==> src/touch_seq_pkg.sv <==
// shared constants, types and state codes for the touch sequencer
`default_nettype none
package touch_seq_pkg;
  localparam int NUM_GROUPS = 6;
  localparam int PINS_PER_GROUP = 4;
  localparam int NUM_PINS = NUM_GROUPS * PINS_PER_GROUP;
  localparam int CNT_W = 14;
  localparam logic [1:0] BUF_CYCLES = 2'h2;
  localparam logic [2:0] MAX_DIV_CODE = 3'h7;
  localparam logic [2:0] MCN_RESERVED = 3'h7;
  localparam logic [CNT_W-1:0] LIMIT_255 = 14'h00ff;

  // pin modes driven toward the pad
  typedef enum logic [1:0] {
    PIN_FLOAT = 2'h0,
    PIN_HIGH  = 2'h1,
    PIN_LOW   = 2'h2
  } pin_mode_e;

  typedef enum logic [3:0] {
    ST_IDLE     = 4'h0,
    ST_BUF1     = 4'h1,
    ST_CHARGE   = 4'h2,
    ST_EXTEND   = 4'h3,
    ST_BUF2     = 4'h4,
    ST_TRANSFER = 4'h5,
    ST_BUF3     = 4'h6,
    ST_COMPARE  = 4'h7
  } seq_state_e;

  // static configuration of one measurement
  typedef struct packed {
    logic [3:0] chargeDuration;
    logic [3:0] transferDuration;
    logic [6:0] extendMaxDuration;
    logic       extendChargeEnable;
    logic       extensionDivider;
    logic [2:0] transferClockDivider;
    logic [2:0] maxCycleLimit;
    logic       idlePinMode;
    logic       triggerEdgeSelect;
    logic       triggerSourceSelect;
  } seq_cfg_s;

  typedef logic [CNT_W-1:0] count_t;
endpackage
`default_nettype wire

==> src/tick_divider.sv <==
// power-of-two tick generator derived from the system clock
`timescale 1ns/1ps
`default_nettype none
module tick_divider (
  // clock and reset
  input  wire logic       mclk,
  input  wire logic       rst,
  // control
  input  wire logic       restart,
  input  wire logic [2:0] divCode,
  // tick out
  output logic            tick
);
  logic [6:0] countFf;
  logic [6:0] mask;

  // divide by 2**divCode; mask selects the rollover point
  assign mask = 7'((8'h01 << divCode) - 8'h01);
  assign tick = (countFf & mask) == mask;

  // free counter, re-phased at each restart so durations are exact
  always_ff @(posedge mclk) begin
    if (rst || restart) begin
      countFf <= 7'h00;
    end else begin
      countFf <= countFf + 7'h01;
    end
  end
endmodule
`default_nettype wire

==> src/touch_sequencer.sv <==
// charge-transfer touch sequencer: fsm, group counters, pin and switch control
//
// Functional notes
// after reset sit idle until a start condition.
// software trigger mode starts on start bit written one.
// hardware mode starts on selected edge of the trigger pin.
// each state advances only when its duration is reached.
// extend-charge state occurs only when extension is enabled.
// compare ends when all enabled groups reach threshold, else loop.
// stop after compare of the cycle that hits the maximum.
// each group keeps its own readable cycle counter.
// each buffer state lasts exactly two system clocks.
// charge and transfer last their duration fields in transfer ticks.
// transfer and extension ticks come from separate independent dividers.
// control and fsm are clocked by the system clock.
// extension length follows a triangle zero up to peak and back.
// transfer closes both switches with pins floating.
// third buffer and compare open switches, pins floating.
// idle pins take the idle pin-mode selection.
// idle switches follow the software switch-control bits.
// idle switch control applies even to unassigned pins.
// enabled unit overrides other pin control.
// done flag sets on threshold stop, clears by write-one.
// max-cycle error flag sets on limit stop, clears by write-one.
// software uses one sample pin per group, never shared.
// software configures, enables, triggers, waits, clears, reads.
// software may clear hysteresis bits for noise immunity.
// idle pin mode zero drives low, one leaves floating.
// max-cycle codes map to 255 through 16383.
// transfer divider divides by one up to 128.
// duration field n lasts n plus one ticks.
// group counters clear at start and freeze at threshold.
// start bit self-clears at idle; starts while running ignored.
`timescale 1ns/1ps
`default_nettype none
module touch_sequencer (
  // clock and reset
  input  wire logic                               mclk,
  input  wire logic                               rst,
  // configuration and control
  input  wire touch_seq_pkg::seq_cfg_s            cfg,
  input  wire logic                               unitEnable,
  input  wire logic                               startWrite,
  input  wire logic                               doneClear,
  input  wire logic                               errorClear,
  input  wire logic [touch_seq_pkg::NUM_PINS-1:0] channelSelect,
  input  wire logic [touch_seq_pkg::NUM_PINS-1:0] sampleSelect,
  input  wire logic [touch_seq_pkg::NUM_GROUPS-1:0] groupEnable,
  input  wire logic [touch_seq_pkg::NUM_PINS-1:0] switchControl,
  // pads
  input  wire logic                               externalTriggerPin,
  input  wire logic [touch_seq_pkg::NUM_GROUPS-1:0] sampleAboveThreshold,
  output logic [touch_seq_pkg::NUM_PINS-1:0]      pinOut,
  output logic [touch_seq_pkg::NUM_PINS-1:0]      pinOe,
  output logic [touch_seq_pkg::NUM_PINS-1:0]      analogSwitch,
  output logic                                    pinOverride,
  // status
  output logic                                    sequenceStartBit,
  output logic                                    sequenceDoneFlag,
  output logic                                    maxCycleErrorFlag,
  output logic                                    busy,
  output touch_seq_pkg::count_t [touch_seq_pkg::NUM_GROUPS-1:0] groupCycleCount
);
  import touch_seq_pkg::*;

  seq_state_e state_ff;
  seq_state_e nxt_state;
  logic [1:0] trigSync_ff;
  logic       trigPrev_ff;
  logic [NUM_GROUPS-1:0] thrSync1_ff;
  logic [NUM_GROUPS-1:0] thrSync2_ff;
  logic       startBit_ff;
  logic       doneFlag_ff;
  logic       errFlag_ff;
  logic [4:0] durCount_ff;
  logic [7:0] extCount_ff;
  logic [7:0] extTarget_ff;
  logic       extFalling_ff;
  count_t     cycle_ff;
  count_t     cycleLimit;
  count_t     grpCount_ff [NUM_GROUPS];
  logic [NUM_GROUPS-1:0] grpDone_ff;
  logic [NUM_PINS-1:0]   pinOut_ff;
  logic [NUM_PINS-1:0]   pinOe_ff;
  logic [NUM_PINS-1:0]   asw_ff;
  logic       ctTick;
  logic       ecTick;
  logic       trigEdge;
  logic       startReq;
  logic       stateDone;
  logic       allReached;
  logic       limitHit;
  logic       stateEntry;

  // pin inputs pass two flops before any logic sees them
  always_ff @(posedge mclk) begin
    if (rst) begin
      thrSync1_ff <= '0;
      thrSync2_ff <= '0;
    end else begin
      thrSync1_ff <= sampleAboveThreshold;
      thrSync2_ff <= thrSync1_ff;
    end
  end

  // trigger sync runs through reset: settles to the pin, no false edge
  always_ff @(posedge mclk) begin
    trigSync_ff <= {trigSync_ff[0], externalTriggerPin};
    trigPrev_ff <= trigSync_ff[1];
  end

  // edge select: 0 falling, 1 rising
  assign trigEdge = cfg.triggerEdgeSelect ?
                    (trigSync_ff[1] && !trigPrev_ff) :
                    (!trigSync_ff[1] && trigPrev_ff);
  assign startReq = unitEnable && (state_ff == ST_IDLE) &&
                    (cfg.triggerSourceSelect ? trigEdge
                                             : startBit_ff);

  // start bit: set by software, dropped when the sequence ends
  always_ff @(posedge mclk) begin
    if (rst) begin
      startBit_ff <= 1'b0;
    end else if (startWrite && !cfg.triggerSourceSelect &&
                 state_ff == ST_IDLE) begin
      startBit_ff <= 1'b1;
    end else if (nxt_state == ST_IDLE && state_ff != ST_IDLE) begin
      startBit_ff <= 1'b0;
    end
  end

  // restart dividers on each state entry so durations never come short
  assign stateEntry = nxt_state != state_ff;

  // two independent dividers off the system clock
  tick_divider uCtDiv (
    .mclk    (mclk),
    .rst     (rst),
    .restart (stateEntry),
    .divCode (cfg.transferClockDivider),
    .tick    (ctTick)
  );
  tick_divider uEcDiv (
    .mclk    (mclk),
    .rst     (rst),
    .restart (stateEntry),
    .divCode ({2'h0, cfg.extensionDivider}),
    .tick    (ecTick)
  );

  // max cycle code to limit, reserved code treated as the smallest
  always_comb begin
    if (cfg.maxCycleLimit == MCN_RESERVED) begin
      cycleLimit = LIMIT_255;
    end else begin
      cycleLimit = count_t'(({1'b0, LIMIT_255} << cfg.maxCycleLimit)
                            | 15'h00ff);
    end
  end

  assign allReached = ((thrSync2_ff | ~groupEnable) == '1);
  assign limitHit   = cycle_ff >= cycleLimit;

  // per-state duration counter; buffers count clocks, others ticks
  always_comb begin
    case (state_ff)
      ST_BUF1, ST_BUF2, ST_BUF3:
        stateDone = durCount_ff == 5'(BUF_CYCLES - 2'h1);
      ST_CHARGE:
        stateDone = ctTick &&
                    durCount_ff == {1'b0, cfg.chargeDuration};
      ST_TRANSFER:
        stateDone = ctTick &&
                    durCount_ff == {1'b0, cfg.transferDuration};
      ST_EXTEND:
        stateDone = ecTick &&
                    extCount_ff == extTarget_ff - 8'h01;
      ST_COMPARE:
        stateDone = 1'b1;
      default:
        stateDone = 1'b0;
    endcase
  end

  // next state
  always_comb begin
    nxt_state = state_ff;
    case (state_ff)
      ST_IDLE:
        if (startReq) begin
          nxt_state = ST_BUF1;
        end
      ST_BUF1:
        if (stateDone) begin
          nxt_state = ST_CHARGE;
        end
      ST_CHARGE:
        if (stateDone) begin
          // zero-length extension is skipped: a state lasts a clock at least
          nxt_state = (cfg.extendChargeEnable && extTarget_ff != 8'h00) ?
                      ST_EXTEND : ST_BUF2;
        end
      ST_EXTEND:
        if (stateDone) begin
          nxt_state = ST_BUF2;
        end
      ST_BUF2:
        if (stateDone) begin
          nxt_state = ST_TRANSFER;
        end
      ST_TRANSFER:
        if (stateDone) begin
          nxt_state = ST_BUF3;
        end
      ST_BUF3:
        if (stateDone) begin
          nxt_state = ST_COMPARE;
        end
      ST_COMPARE:
        nxt_state = (allReached || limitHit) ? ST_IDLE : ST_BUF1;
      default:
        nxt_state = ST_IDLE;
    endcase
    if (!unitEnable) begin
      nxt_state = ST_IDLE;
    end
  end

  // fsm register, system clock only
  always_ff @(posedge mclk) begin
    if (rst) begin
      state_ff <= ST_IDLE;
    end else begin
      state_ff <= nxt_state;
    end
  end

  // duration counters restart on every state change
  always_ff @(posedge mclk) begin
    if (rst || stateEntry) begin
      durCount_ff <= 5'h00;
      extCount_ff <= 8'h00;
    end else begin
      if (state_ff == ST_BUF1 || state_ff == ST_BUF2 ||
          state_ff == ST_BUF3 || ctTick) begin
        durCount_ff <= durCount_ff + 5'h01;
      end
      if (ecTick && state_ff == ST_EXTEND) begin
        extCount_ff <= extCount_ff + 8'h01;
      end
    end
  end

  // spread spectrum triangle: 0 up to peak extend_max_duration+1, then back to 0
  always_ff @(posedge mclk) begin
    if (rst || startReq) begin
      extTarget_ff  <= 8'h00;
      extFalling_ff <= 1'b0;
    end else if (state_ff == ST_COMPARE && nxt_state == ST_BUF1) begin
      if (!extFalling_ff) begin
        if (extTarget_ff == {1'b0, cfg.extendMaxDuration} + 8'h01) begin
          extTarget_ff  <= extTarget_ff - 8'h01;
          extFalling_ff <= 1'b1;
        end else begin
          extTarget_ff <= extTarget_ff + 8'h01;
        end
      end else if (extTarget_ff == 8'h00) begin
        extTarget_ff  <= 8'h01;
        extFalling_ff <= 1'b0;
      end else begin
        extTarget_ff <= extTarget_ff - 8'h01;
      end
    end
  end

  // cycle number, counted as each cycle leaves the first buffer state
  always_ff @(posedge mclk) begin
    if (rst || startReq) begin
      cycle_ff <= '0;
    end else if (state_ff == ST_BUF1 && stateEntry) begin
      cycle_ff <= cycle_ff + count_t'(1);
    end
  end

  // per-group counters; freeze once the group reaches threshold
  for (genvar g = 0; g < NUM_GROUPS; g++) begin : gGroup
    always_ff @(posedge mclk) begin
      if (rst || startReq) begin
        grpCount_ff[g] <= '0;
        grpDone_ff[g]  <= 1'b0;
      end else if (state_ff == ST_COMPARE && !grpDone_ff[g]) begin
        grpCount_ff[g] <= grpCount_ff[g] + count_t'(1);
        grpDone_ff[g]  <= thrSync2_ff[g];
      end
    end
    assign groupCycleCount[g] = grpCount_ff[g];
  end

  // stop flags; a new set wins over a same-cycle clear
  always_ff @(posedge mclk) begin
    if (rst) begin
      doneFlag_ff <= 1'b0;
      errFlag_ff  <= 1'b0;
    end else begin
      if (state_ff == ST_COMPARE && allReached) begin
        doneFlag_ff <= 1'b1;
      end else if (doneClear) begin
        doneFlag_ff <= 1'b0;
      end
      if (state_ff == ST_COMPARE && !allReached && limitHit) begin
        errFlag_ff <= 1'b1;
      end else if (errorClear) begin
        errFlag_ff <= 1'b0;
      end
    end
  end

  // pad and switch control per pin, from the next state
  for (genvar p = 0; p < NUM_PINS; p++) begin : gPin
    always_ff @(posedge mclk) begin
      if (rst) begin
        pinOut_ff[p] <= 1'b0;
        pinOe_ff[p]  <= 1'b0;
        asw_ff[p]    <= 1'b0;
      end else if (nxt_state == ST_IDLE) begin
        pinOut_ff[p] <= 1'b0;
        pinOe_ff[p]  <= !cfg.idlePinMode;
        asw_ff[p]    <= switchControl[p];
      end else begin
        pinOut_ff[p] <= 1'b1;
        pinOe_ff[p]  <= channelSelect[p] &&
                        (nxt_state == ST_CHARGE || nxt_state == ST_EXTEND);
        asw_ff[p]    <= (channelSelect[p] || sampleSelect[p]) &&
                        nxt_state == ST_TRANSFER;
      end
    end
  end

  assign pinOut            = pinOut_ff;
  assign pinOe             = pinOe_ff;
  assign analogSwitch      = asw_ff;
  assign pinOverride       = unitEnable;
  assign sequenceStartBit  = startBit_ff;
  assign sequenceDoneFlag  = doneFlag_ff;
  assign maxCycleErrorFlag = errFlag_ff;
  assign busy              = state_ff != ST_IDLE;

  // checks
  chk_reset_idle: assert property (@(posedge mclk)
    $past(rst) |-> state_ff == ST_IDLE)
    else $error("not idle after reset");
  chk_soft_start: assert property (@(posedge mclk) disable iff (rst)
    state_ff == ST_IDLE && unitEnable && !cfg.triggerSourceSelect &&
    startBit_ff |=> state_ff == ST_BUF1)
    else $error("software start missed");
  chk_buf_length: assert property (@(posedge mclk) disable iff (rst)
    $rose(state_ff == ST_BUF2) && unitEnable |=>
    state_ff == ST_BUF2 ##1 state_ff != ST_BUF2)
    else $error("buffer state not two clocks");
  chk_extend_skip: assert property (@(posedge mclk) disable iff (rst)
    !cfg.extendChargeEnable |-> state_ff != ST_EXTEND ||
    $past(state_ff) == ST_EXTEND)
    else $error("extend entered while disabled");
  chk_transfer_sw: assert property (@(posedge mclk) disable iff (rst)
    state_ff == ST_TRANSFER && $past(state_ff) == ST_TRANSFER |->
    analogSwitch == (channelSelect | sampleSelect))
    else $error("switches not closed in transfer");
  chk_compare_sw: assert property (@(posedge mclk) disable iff (rst)
    state_ff == ST_COMPARE |-> analogSwitch == '0 && pinOe == '0)
    else $error("switches closed in compare");
  chk_done_flag: assert property (@(posedge mclk) disable iff (rst)
    state_ff == ST_COMPARE && allReached |=> sequenceDoneFlag &&
    state_ff == ST_IDLE)
    else $error("done flag not set");
  chk_limit_stop: assert property (@(posedge mclk) disable iff (rst)
    state_ff == ST_COMPARE && limitHit && !allReached |=>
    maxCycleErrorFlag && state_ff == ST_IDLE)
    else $error("limit stop missed");
  chk_start_ignored: assert property (@(posedge mclk) disable iff (rst)
    busy && (nxt_state == ST_IDLE || !sequenceStartBit) |=>
    !sequenceStartBit)
    else $error("start bit set while running or kept at end");

  cov_done: cover property (@(posedge mclk) sequenceDoneFlag);
  cov_limit: cover property (@(posedge mclk) maxCycleErrorFlag);
  cov_extend: cover property (@(posedge mclk) state_ff == ST_EXTEND);
endmodule
`default_nettype wire
==> config.mk <==
export PLATFORM = sky130hd
export DESIGN_NAME = touch_sequencer
export DESIGN_NICKNAME = d
export VERILOG_FILES = /design/src/touch_seq_pkg.sv /design/src/tick_divider.sv /design/src/touch_sequencer.sv
export SDC_FILE = /design/constraint.sdc
export NUM_CORES = 1
export LEC_CHECK = 0
export BUFFER_PORTS_ARGS = -buffer_cell sky130_fd_sc_hd__buf_2
export CORE_MARGIN = 2
export CORE_UTILIZATION = 41
export DETAILED_ROUTE_END_ITERATION = 12
export SLEW_MARGIN = 20
export SYNTH_ARGS = -nofsm -noshare
export SYNTH_HDL_FRONTEND = slang
export SYNTH_SLANG_ARGS = --single-unit
==> constraint.sdc <==
create_clock -name mclk -period 4.9 [get_ports mclk]
set_input_delay 0.98 -clock mclk [delete_from_list [all_inputs] [get_ports mclk]]
set_output_delay 0.98 -clock mclk [all_outputs]
set_load 0.01 [all_outputs]
==> flow_metrics.py, run 1 <==
metrics = {
    "critical_path": {
        "slowest_stage": "nor3b_1",
        "crit_chain": "inv_1 -> ha_1 -> nor3b_1 -> a21oi_1 -> o22ai_1 -> nor2_1 -> a32oi_1 -> a221oi_2 -> o21bai_4 -> buf_4 -> o32ai_1",
        "timing.rr.end": "analogSwitch[21]$_SDFF_PP0_",
        "crit_fanout": 29,
        "worstPathRequired_ps": 5270,
        "path_class": "register to register",
        "worst_setup_path_start_kind": "register",
        "crit_buf_inv": 2,
        "reg2reg_from": "extTarget_ff[0]$_SDFFE_PP0P_",
        "rr_worst_depth": 11,
        "end_kind": "register",
        "max_stage_delay_ps": 740,
        "ff2ff_setup_slack_ps": 1050,
        "critical_path.top_delay_family": "compound AO/OA/AOI/OAI gates",
        "arrival_ps": 4230,
    },
    "timing": {
        "period_needed_ps": 3854,
        "tightestPinTransition_ps": 870.6,
        "slew_headroom": 0.4183,
        "layout_worst_path_cycle_share": 0.7865,
        "timing.setup.tns_ps": 0,
        "finalSetupViolations": 0,
        "clock_skew_ps": 11.47,
        "hold_viol_final": 0,
        "drv_slew": 0,
        "fin_hold_ws_ps": 325.7,
        "fmax_ghz": 0.2595,
        "rsz0062_at_grt": "false",
    },
    "clock_network": {
        "clkSlewWorstSetupHoldPaths_ps": 60,
        "clock_path_buffers": 3,
        "cts_sinks": 205,
        "numCtsBuffers": 24,
        "cts_resized": 0,
        "root_buffer": "clkbuf_16",
        "clk_latency_ps": 510,
        "hold_buffers": 0,
        "htreeDepth": 1,
        "cts_setup_buffers": 0,
        "tritoncts": "built",
    },
    "detailed_routing": {
        "wl_per_cell_um": 15.75,
        "first_pass_iters": 5,
        "wirelength_mm": 27.00,
        "via_count": 8892,
        "drtIter0Drc": 662,
        "drcViolationCount": 0,
        "viasPerCell": 5.188,
        "drtAntennaViolNets": 0,
    },
    "placement": {
        "dp_hpwl_mm": 19.72,
        "io_buffers": 277,
        "gp_congestion": 0.8153,
        "post_dp_cell_area_um2": 12300,
    },
    "grt": {
        "grt_pass1_wl_mm": 44.16,
        "met1_usage": 0.2408,
        "antenna_found_initial": 1,
        "grt_util_met3": 0.05458,
        "grt-busiest-layer": "met2",
        "use_met2": 0.3229,
        "grt.total_usage": 0.1898,
        "grt_pass1_vias": 8641,
        "grt_max_degree": 30,
        "grt_overflow": 0,
    },
    "layout": {
        "drive_above_1_share": 0.2727,
        "nets": 1502,
        "register_area_um2": 4945,
        "multi_input_area_um2": 5177,
        "syn_to_final_growth_pct": 20.76,
        "final_util": 0.5023,
        "final_area_um2": 13050,
        "fill_cells": 2458,
        "antenna_cells": 0,
    },
    "floorplan": {
        "die_w_um": 166.4,
        "io_pins": 278,
        "die_height_um": 166.4,
        "rows": 59,
        "dieArea_um2": 27680,
        "initial_core_util": 0.4159,
        "core-area_um2": 25980,
    },
    "synth": {
        "synth_seq_area_share": 0.4575,
        "synth.distinct_cells": 76,
        "synth.net_count": 1267,
        "ys_warn_count": 0,
        "synth_top_cell_by_area": "edfxtp_1",
        "synth.avg_cell_area_um2": 9.598,
        "synth_area_um2": 10810,
        "synth_edf_count": 84,
        "synth_top_area_frac": 0.2334,
        "synthTopCellsByArea": "edfxtp_1, dfxtp_1, nor2_1",
        "yosysMostFrequentCell": "nor2_1",
        "ys.flop_type": "dfxtp_1",
        "synth-async-reset-ratio": 0,
        "synth_seq_cells": 205,
        "synth_common_cells": "nor2_1, dfxtp_1, edfxtp_1",
        "synth_cells": 1126,
    },
    "job": {
        "drv_cap": 0,
    },
    "pwr": {
        "peakVddDrop_uv": 205.4,
        "power.switching_uw": 918.9,
        "pwr-share-seq": 0.484,
        "swShare": 0.2361,
        "p_comb_frac": 0.080,
        "internal-power_uw": 2973,
        "power_density_nw_per_um2": 298.2,
        "cellLeakagePower_uw": 0.005374,
        "power_frac_clock": 0.436,
        "finalPower_uw": 3892,
    },
    "hold_path": {
        "min_from": "trigSync_ff[0]$_DFF_P_",
        "hold_class": "register to register",
        "holdPathEnd": "trigSync_ff[1]$_DFF_P_",
        "whs_path_depth": 0,
    },
    "status": {
        "status": "completed",
    },
}
-- placed cells by master, fill, tap and decap left out, drive strengths merged, types with 41 or more instances in the layout --
cell type / instances
a21oi: 41
buf: 295
dfxtp: 121
edfxtp: 84
inv: 63
nand2: 51
nand3: 57
nor2: 159
o21ai: 49
xnor2: 52
xor2: 59
-- registers in the layout, summed over array words and instances (netlist names), 7 cells and up --
name / cells
grpCount_ff: 84
cycle_ff: 14
uCtDiv.countFf: 7
pinOe: 24
extCount_ff: 8
extTarget_ff: 8
analogSwitch: 24
-- metrics by stage --
step / setup WS (ps) / cells
2_1_floorplan: 1182 / 1126
3_3_place_gp: 731.1 / 1670
3_5_place_dp: 676.0 / 1670
4_1_cts: 1085 / 1714
5_1_grt: 816.3 / 1714
6_report: 1046 / 1714
-- logic make-up (layout without fill, tap and decap cells) --
kind of cell,count (synthesis),after routing,share of synthesized area
xor+xnor,111,111,0.08995
fa+ha+maj,24,24,0.02778
flops,205,205,0.4575
other cells,1,1,0.0003470
compound gates,205,205,0.1541
simple gates,422,422,0.1953
buf+inv,148,401,0.06576
mux,10,10,0.009262
-- worst max path at each step --
stage,start,to,cells after the start
after floorplan,cfg[8],pinOe[0]$_SDFF_PP0_,14
after global placement,cfg[8],analogSwitch[21]$_SDFF_PP0_,12
after detailed placement,cfg[8],analogSwitch[21]$_SDFF_PP0_,12
after CTS,extTarget_ff[0]$_SDFFE_PP0P_,analogSwitch[21]$_SDFF_PP0_,11
after global routing,extTarget_ff[0]$_SDFFE_PP0P_,analogSwitch[21]$_SDFF_PP0_,11
final,extTarget_ff[0]$_SDFFE_PP0P_,analogSwitch[21]$_SDFF_PP0_,11
-- worst reg2reg max path, delay by kind of cell, from the launching register on --
family                     cells  cell delay (ps)
DFF                            1              430
and+or+nand+nor                2              850
adders and majority gates      1              260
AOI/OAI and AO/OA              6             1530
buffers and inverters          2              660
-- power groups by stage --
stage / clock, uW / combinational (uW) / sequential [uW]
detailed placement: 0 / 312 / 1920
global route: 1820 / 341 / 1890
floorplan: 0 / 138 / 1940
global placement: 0 / 309 / 1920
CTS: 1750 / 313 / 1880
finish: 1700 / 310 / 1880
-- per-layer routing --
layer	share of wire	vias to the layer above
met4	0.017	2
met2	0.47	287
met5	0.00048	-
met3	0.082	31
li1	-	4426
met1	0.43	4146
-- area by class of cell --
type / instances / share of cell area
clock buffers: 36 / 0.05426
clock inverters: 8 / 0.003643
inverters: 62 / 0.01783
multi-input cells: 773 / 0.3967
flip-flops and latches: 205 / 0.3789
well taps: 335 / 0.03212
repair buffers: 295 / 0.1166
No activity file was read; power rests on OpenSTA's default activity.
==> inputs of run 2 (changes only) <==
Clock period 4.9 ns to 4 ns, I/O delays scaled along.
==> run 2 against run 1 <==
Flip-flop and latch count is the same. Register-to-register slack lost 460 ps. Critical path depth grew 1. Maximum frequency grew 13%. Combinational power grew 25%. Hold slack gained 8.0 ps. First-iteration DRC count shrank 15%. Final cell count grew 0.47%. Clock power grew 45%. Largest cell class unchanged. Largest power group is now the clock network.
==> flow_metrics.py, run 2 (synthesis gave the netlist of run 1 again) <==
metrics = {
    "pwr": {
        "cellLeakagePower_uw": 0.005492,
        "peakVddDrop_uv": 344.5,
        "power_density_nw_per_um2": 388.0,
    },
    "clock_network": {
        "hold_buffers": 0,
        "clock_path_buffers": 3,
        "cts_setup_buffers": 0,
        "tritoncts": "built",
        "htreeDepth": 1,
        "cts_resized": 0,
        "root_buffer": "clkbuf_16",
        "cts_sinks": 205,
        "clk_latency_ps": 520,
        "clkSlewWorstSetupHoldPaths_ps": 60,
        "numCtsBuffers": 25,
    },
    "layout": {
        "nets": 1509,
        "syn_to_final_growth_pct": 22.88,
        "final_common_cell": "buf_2",
        "drive_above_1_share": 0.2799,
        "largest_reg_flops": 84,
        "fill_cells": 2409,
        "final_cell_mix": "buf_2, nor2_1, dfxtp_1",
        "largest_register": "grpCount_ff",
    },
    "placement": {
        "gp_congestion": 0.8132,
        "io_buffers": 277,
        "dp_hpwl_mm": 19.97,
    },
    "critical_path": {
        "crit_chain": "inv_1 -> ha_1 -> and2_1 -> o21a_1 -> o31ai_1 -> nor3b_1 -> a211oi_2 -> buf_12 -> a21oi_2 -> nor3_4 -> buf_4 -> o32ai_1",
        "crit_buf_inv": 3,
        "path_class": "register to register",
        "reg2reg_from": "extTarget_ff[0]$_SDFFE_PP0P_",
        "arrival_ps": 3840,
        "ff2ff_setup_slack_ps": 580,
        "rr_worst_depth": 12,
        "timing.rr.end": "analogSwitch[20]$_SDFF_PP0_",
        "worst_setup_path_start_kind": "register",
        "max_stage_delay_ps": 540,
        "critical_path.top_delay_family": "compound AO/OA/AOI/OAI gates",
        "slowest_stage": "dfxtp_1",
        "end_kind": "register",
        "worstPathRequired_ps": 4420,
        "crit_fanout": 24,
    },
    "timing": {
        "hold_viol_final": 0,
        "slew_headroom": 0.4393,
        "tightestPinTransition_ps": 833.4,
        "period_needed_ps": 3417,
        "fin_hold_ws_ps": 333.6,
        "drv_slew": 0,
        "fmax_ghz": 0.2927,
        "timing.setup.tns_ps": 0,
        "finalSetupViolations": 0,
        "clock_skew_ps": 11.44,
        "layout_worst_path_cycle_share": 0.8542,
        "rsz0062_at_grt": "false",
    },
    "detailed_routing": {
        "drtAntennaViolNets": 0,
        "drtIter0Drc": 566,
        "viasPerCell": 5.159,
        "wl_per_cell_um": 16.00,
        "drcViolationCount": 0,
        "first_pass_iters": 4,
        "wirelength_mm": 27.56,
        "via_count": 8884,
    },
    "grt": {
        "antenna_found_initial": 1,
        "grt_pass1_vias": 8505,
        "grt.total_usage": 0.1926,
        "grt_max_degree": 49,
        "grt_overflow": 0,
        "grt_pass1_wl_mm": 44.30,
    },
    "floorplan": {
        "core-area_um2": 25980,
        "die_height_um": 166.4,
        "initial_core_util": 0.4159,
        "dieArea_um2": 27680,
        "rows": 59,
        "io_pins": 278,
        "die_w_um": 166.4,
    },
    "hold_path": {
        "whs_path_depth": 0,
        "min_from": "trigSync_ff[0]$_DFF_P_",
        "holdPathEnd": "trigSync_ff[1]$_DFF_P_",
        "hold_class": "register to register",
    },
    "status": {
        "status": "completed",
    },
    "job": {
        "drv_cap": 0,
    },
}
[run 2: changes by cell type in the layout (fill, tap and decap cells not counted), sizes merged]
cell / change
buf: +6
clkinv: -2
clkbuf: -3
bufinv: +5
inv: +1
diode: +1
[run 2: worst max path at each step]
stage                     depth (start not counted)  slack (ps)                            to                         start
after floorplan                                  14         460           pinOe[0]$_SDFF_PP0_                        cfg[8]
after global placement                           13         200  extTarget_ff[7]$_SDFFE_PP0P_                        cfg[8]
after detailed placement                         12         150   analogSwitch[20]$_SDFF_PP0_                        cfg[8]
after CTS                                        13         550  extTarget_ff[7]$_SDFFE_PP0P_  extTarget_ff[0]$_SDFFE_PP0P_
after global routing                             12         270   analogSwitch[20]$_SDFF_PP0_  extTarget_ff[0]$_SDFFE_PP0P_
final                                            12         580   analogSwitch[20]$_SDFF_PP0_  extTarget_ff[0]$_SDFFE_PP0P_
[run 2: per-layer routing]
layer	global-route usage	vias up	share of wire
met1	0.2494	4158	0.44
met5	0	-	0
met3	0.04480	35	0.068
li1	-	4430	-
met2	0.3250	261	0.47
met4	0.04910	0	0.020
[run 2: area by class of cell]
| type | count | area (um^2) | area share |
|---|---|---|---|
| flip-flops and latches | 205 | 4945 | 0.3723 |
| multi-input cells | 773 | 5174 | 0.3896 |
| repair buffers | 301 | 1604 | 0.1208 |
| clock inverters | 12 | 197.7 | 0.01489 |
| diodes | 1 | 2.502 | 0.0001884 |
| clock buffers | 33 | 705.7 | 0.05314 |
| inverters | 62 | 232.7 | 0.01752 |
| well taps | 335 | 419.2 | 0.03156 |
[run 2: stage by stage]
stage	setup slack, ps	total power, uW	util	std cells	area (um^2)
after global placement	198.3	2739	0.4761	1676	12370
after global routing	271.3	5334	0.5111	1722	13280
after floorplan	462.4	2543	-	1126	10810
after CTS	549.2	5220	0.5110	1721	13280
final	583.4	5153	0.5111	1722	13280
after detailed placement	150.1	2741	0.4762	1676	12370
[run 2: power by group]
group          total (uW)  internal, uW  switching (uW)
clock                2460          1560             896
combinational         386           169             217
sequential           2310          2250            58.7
total                5150          3980            1170
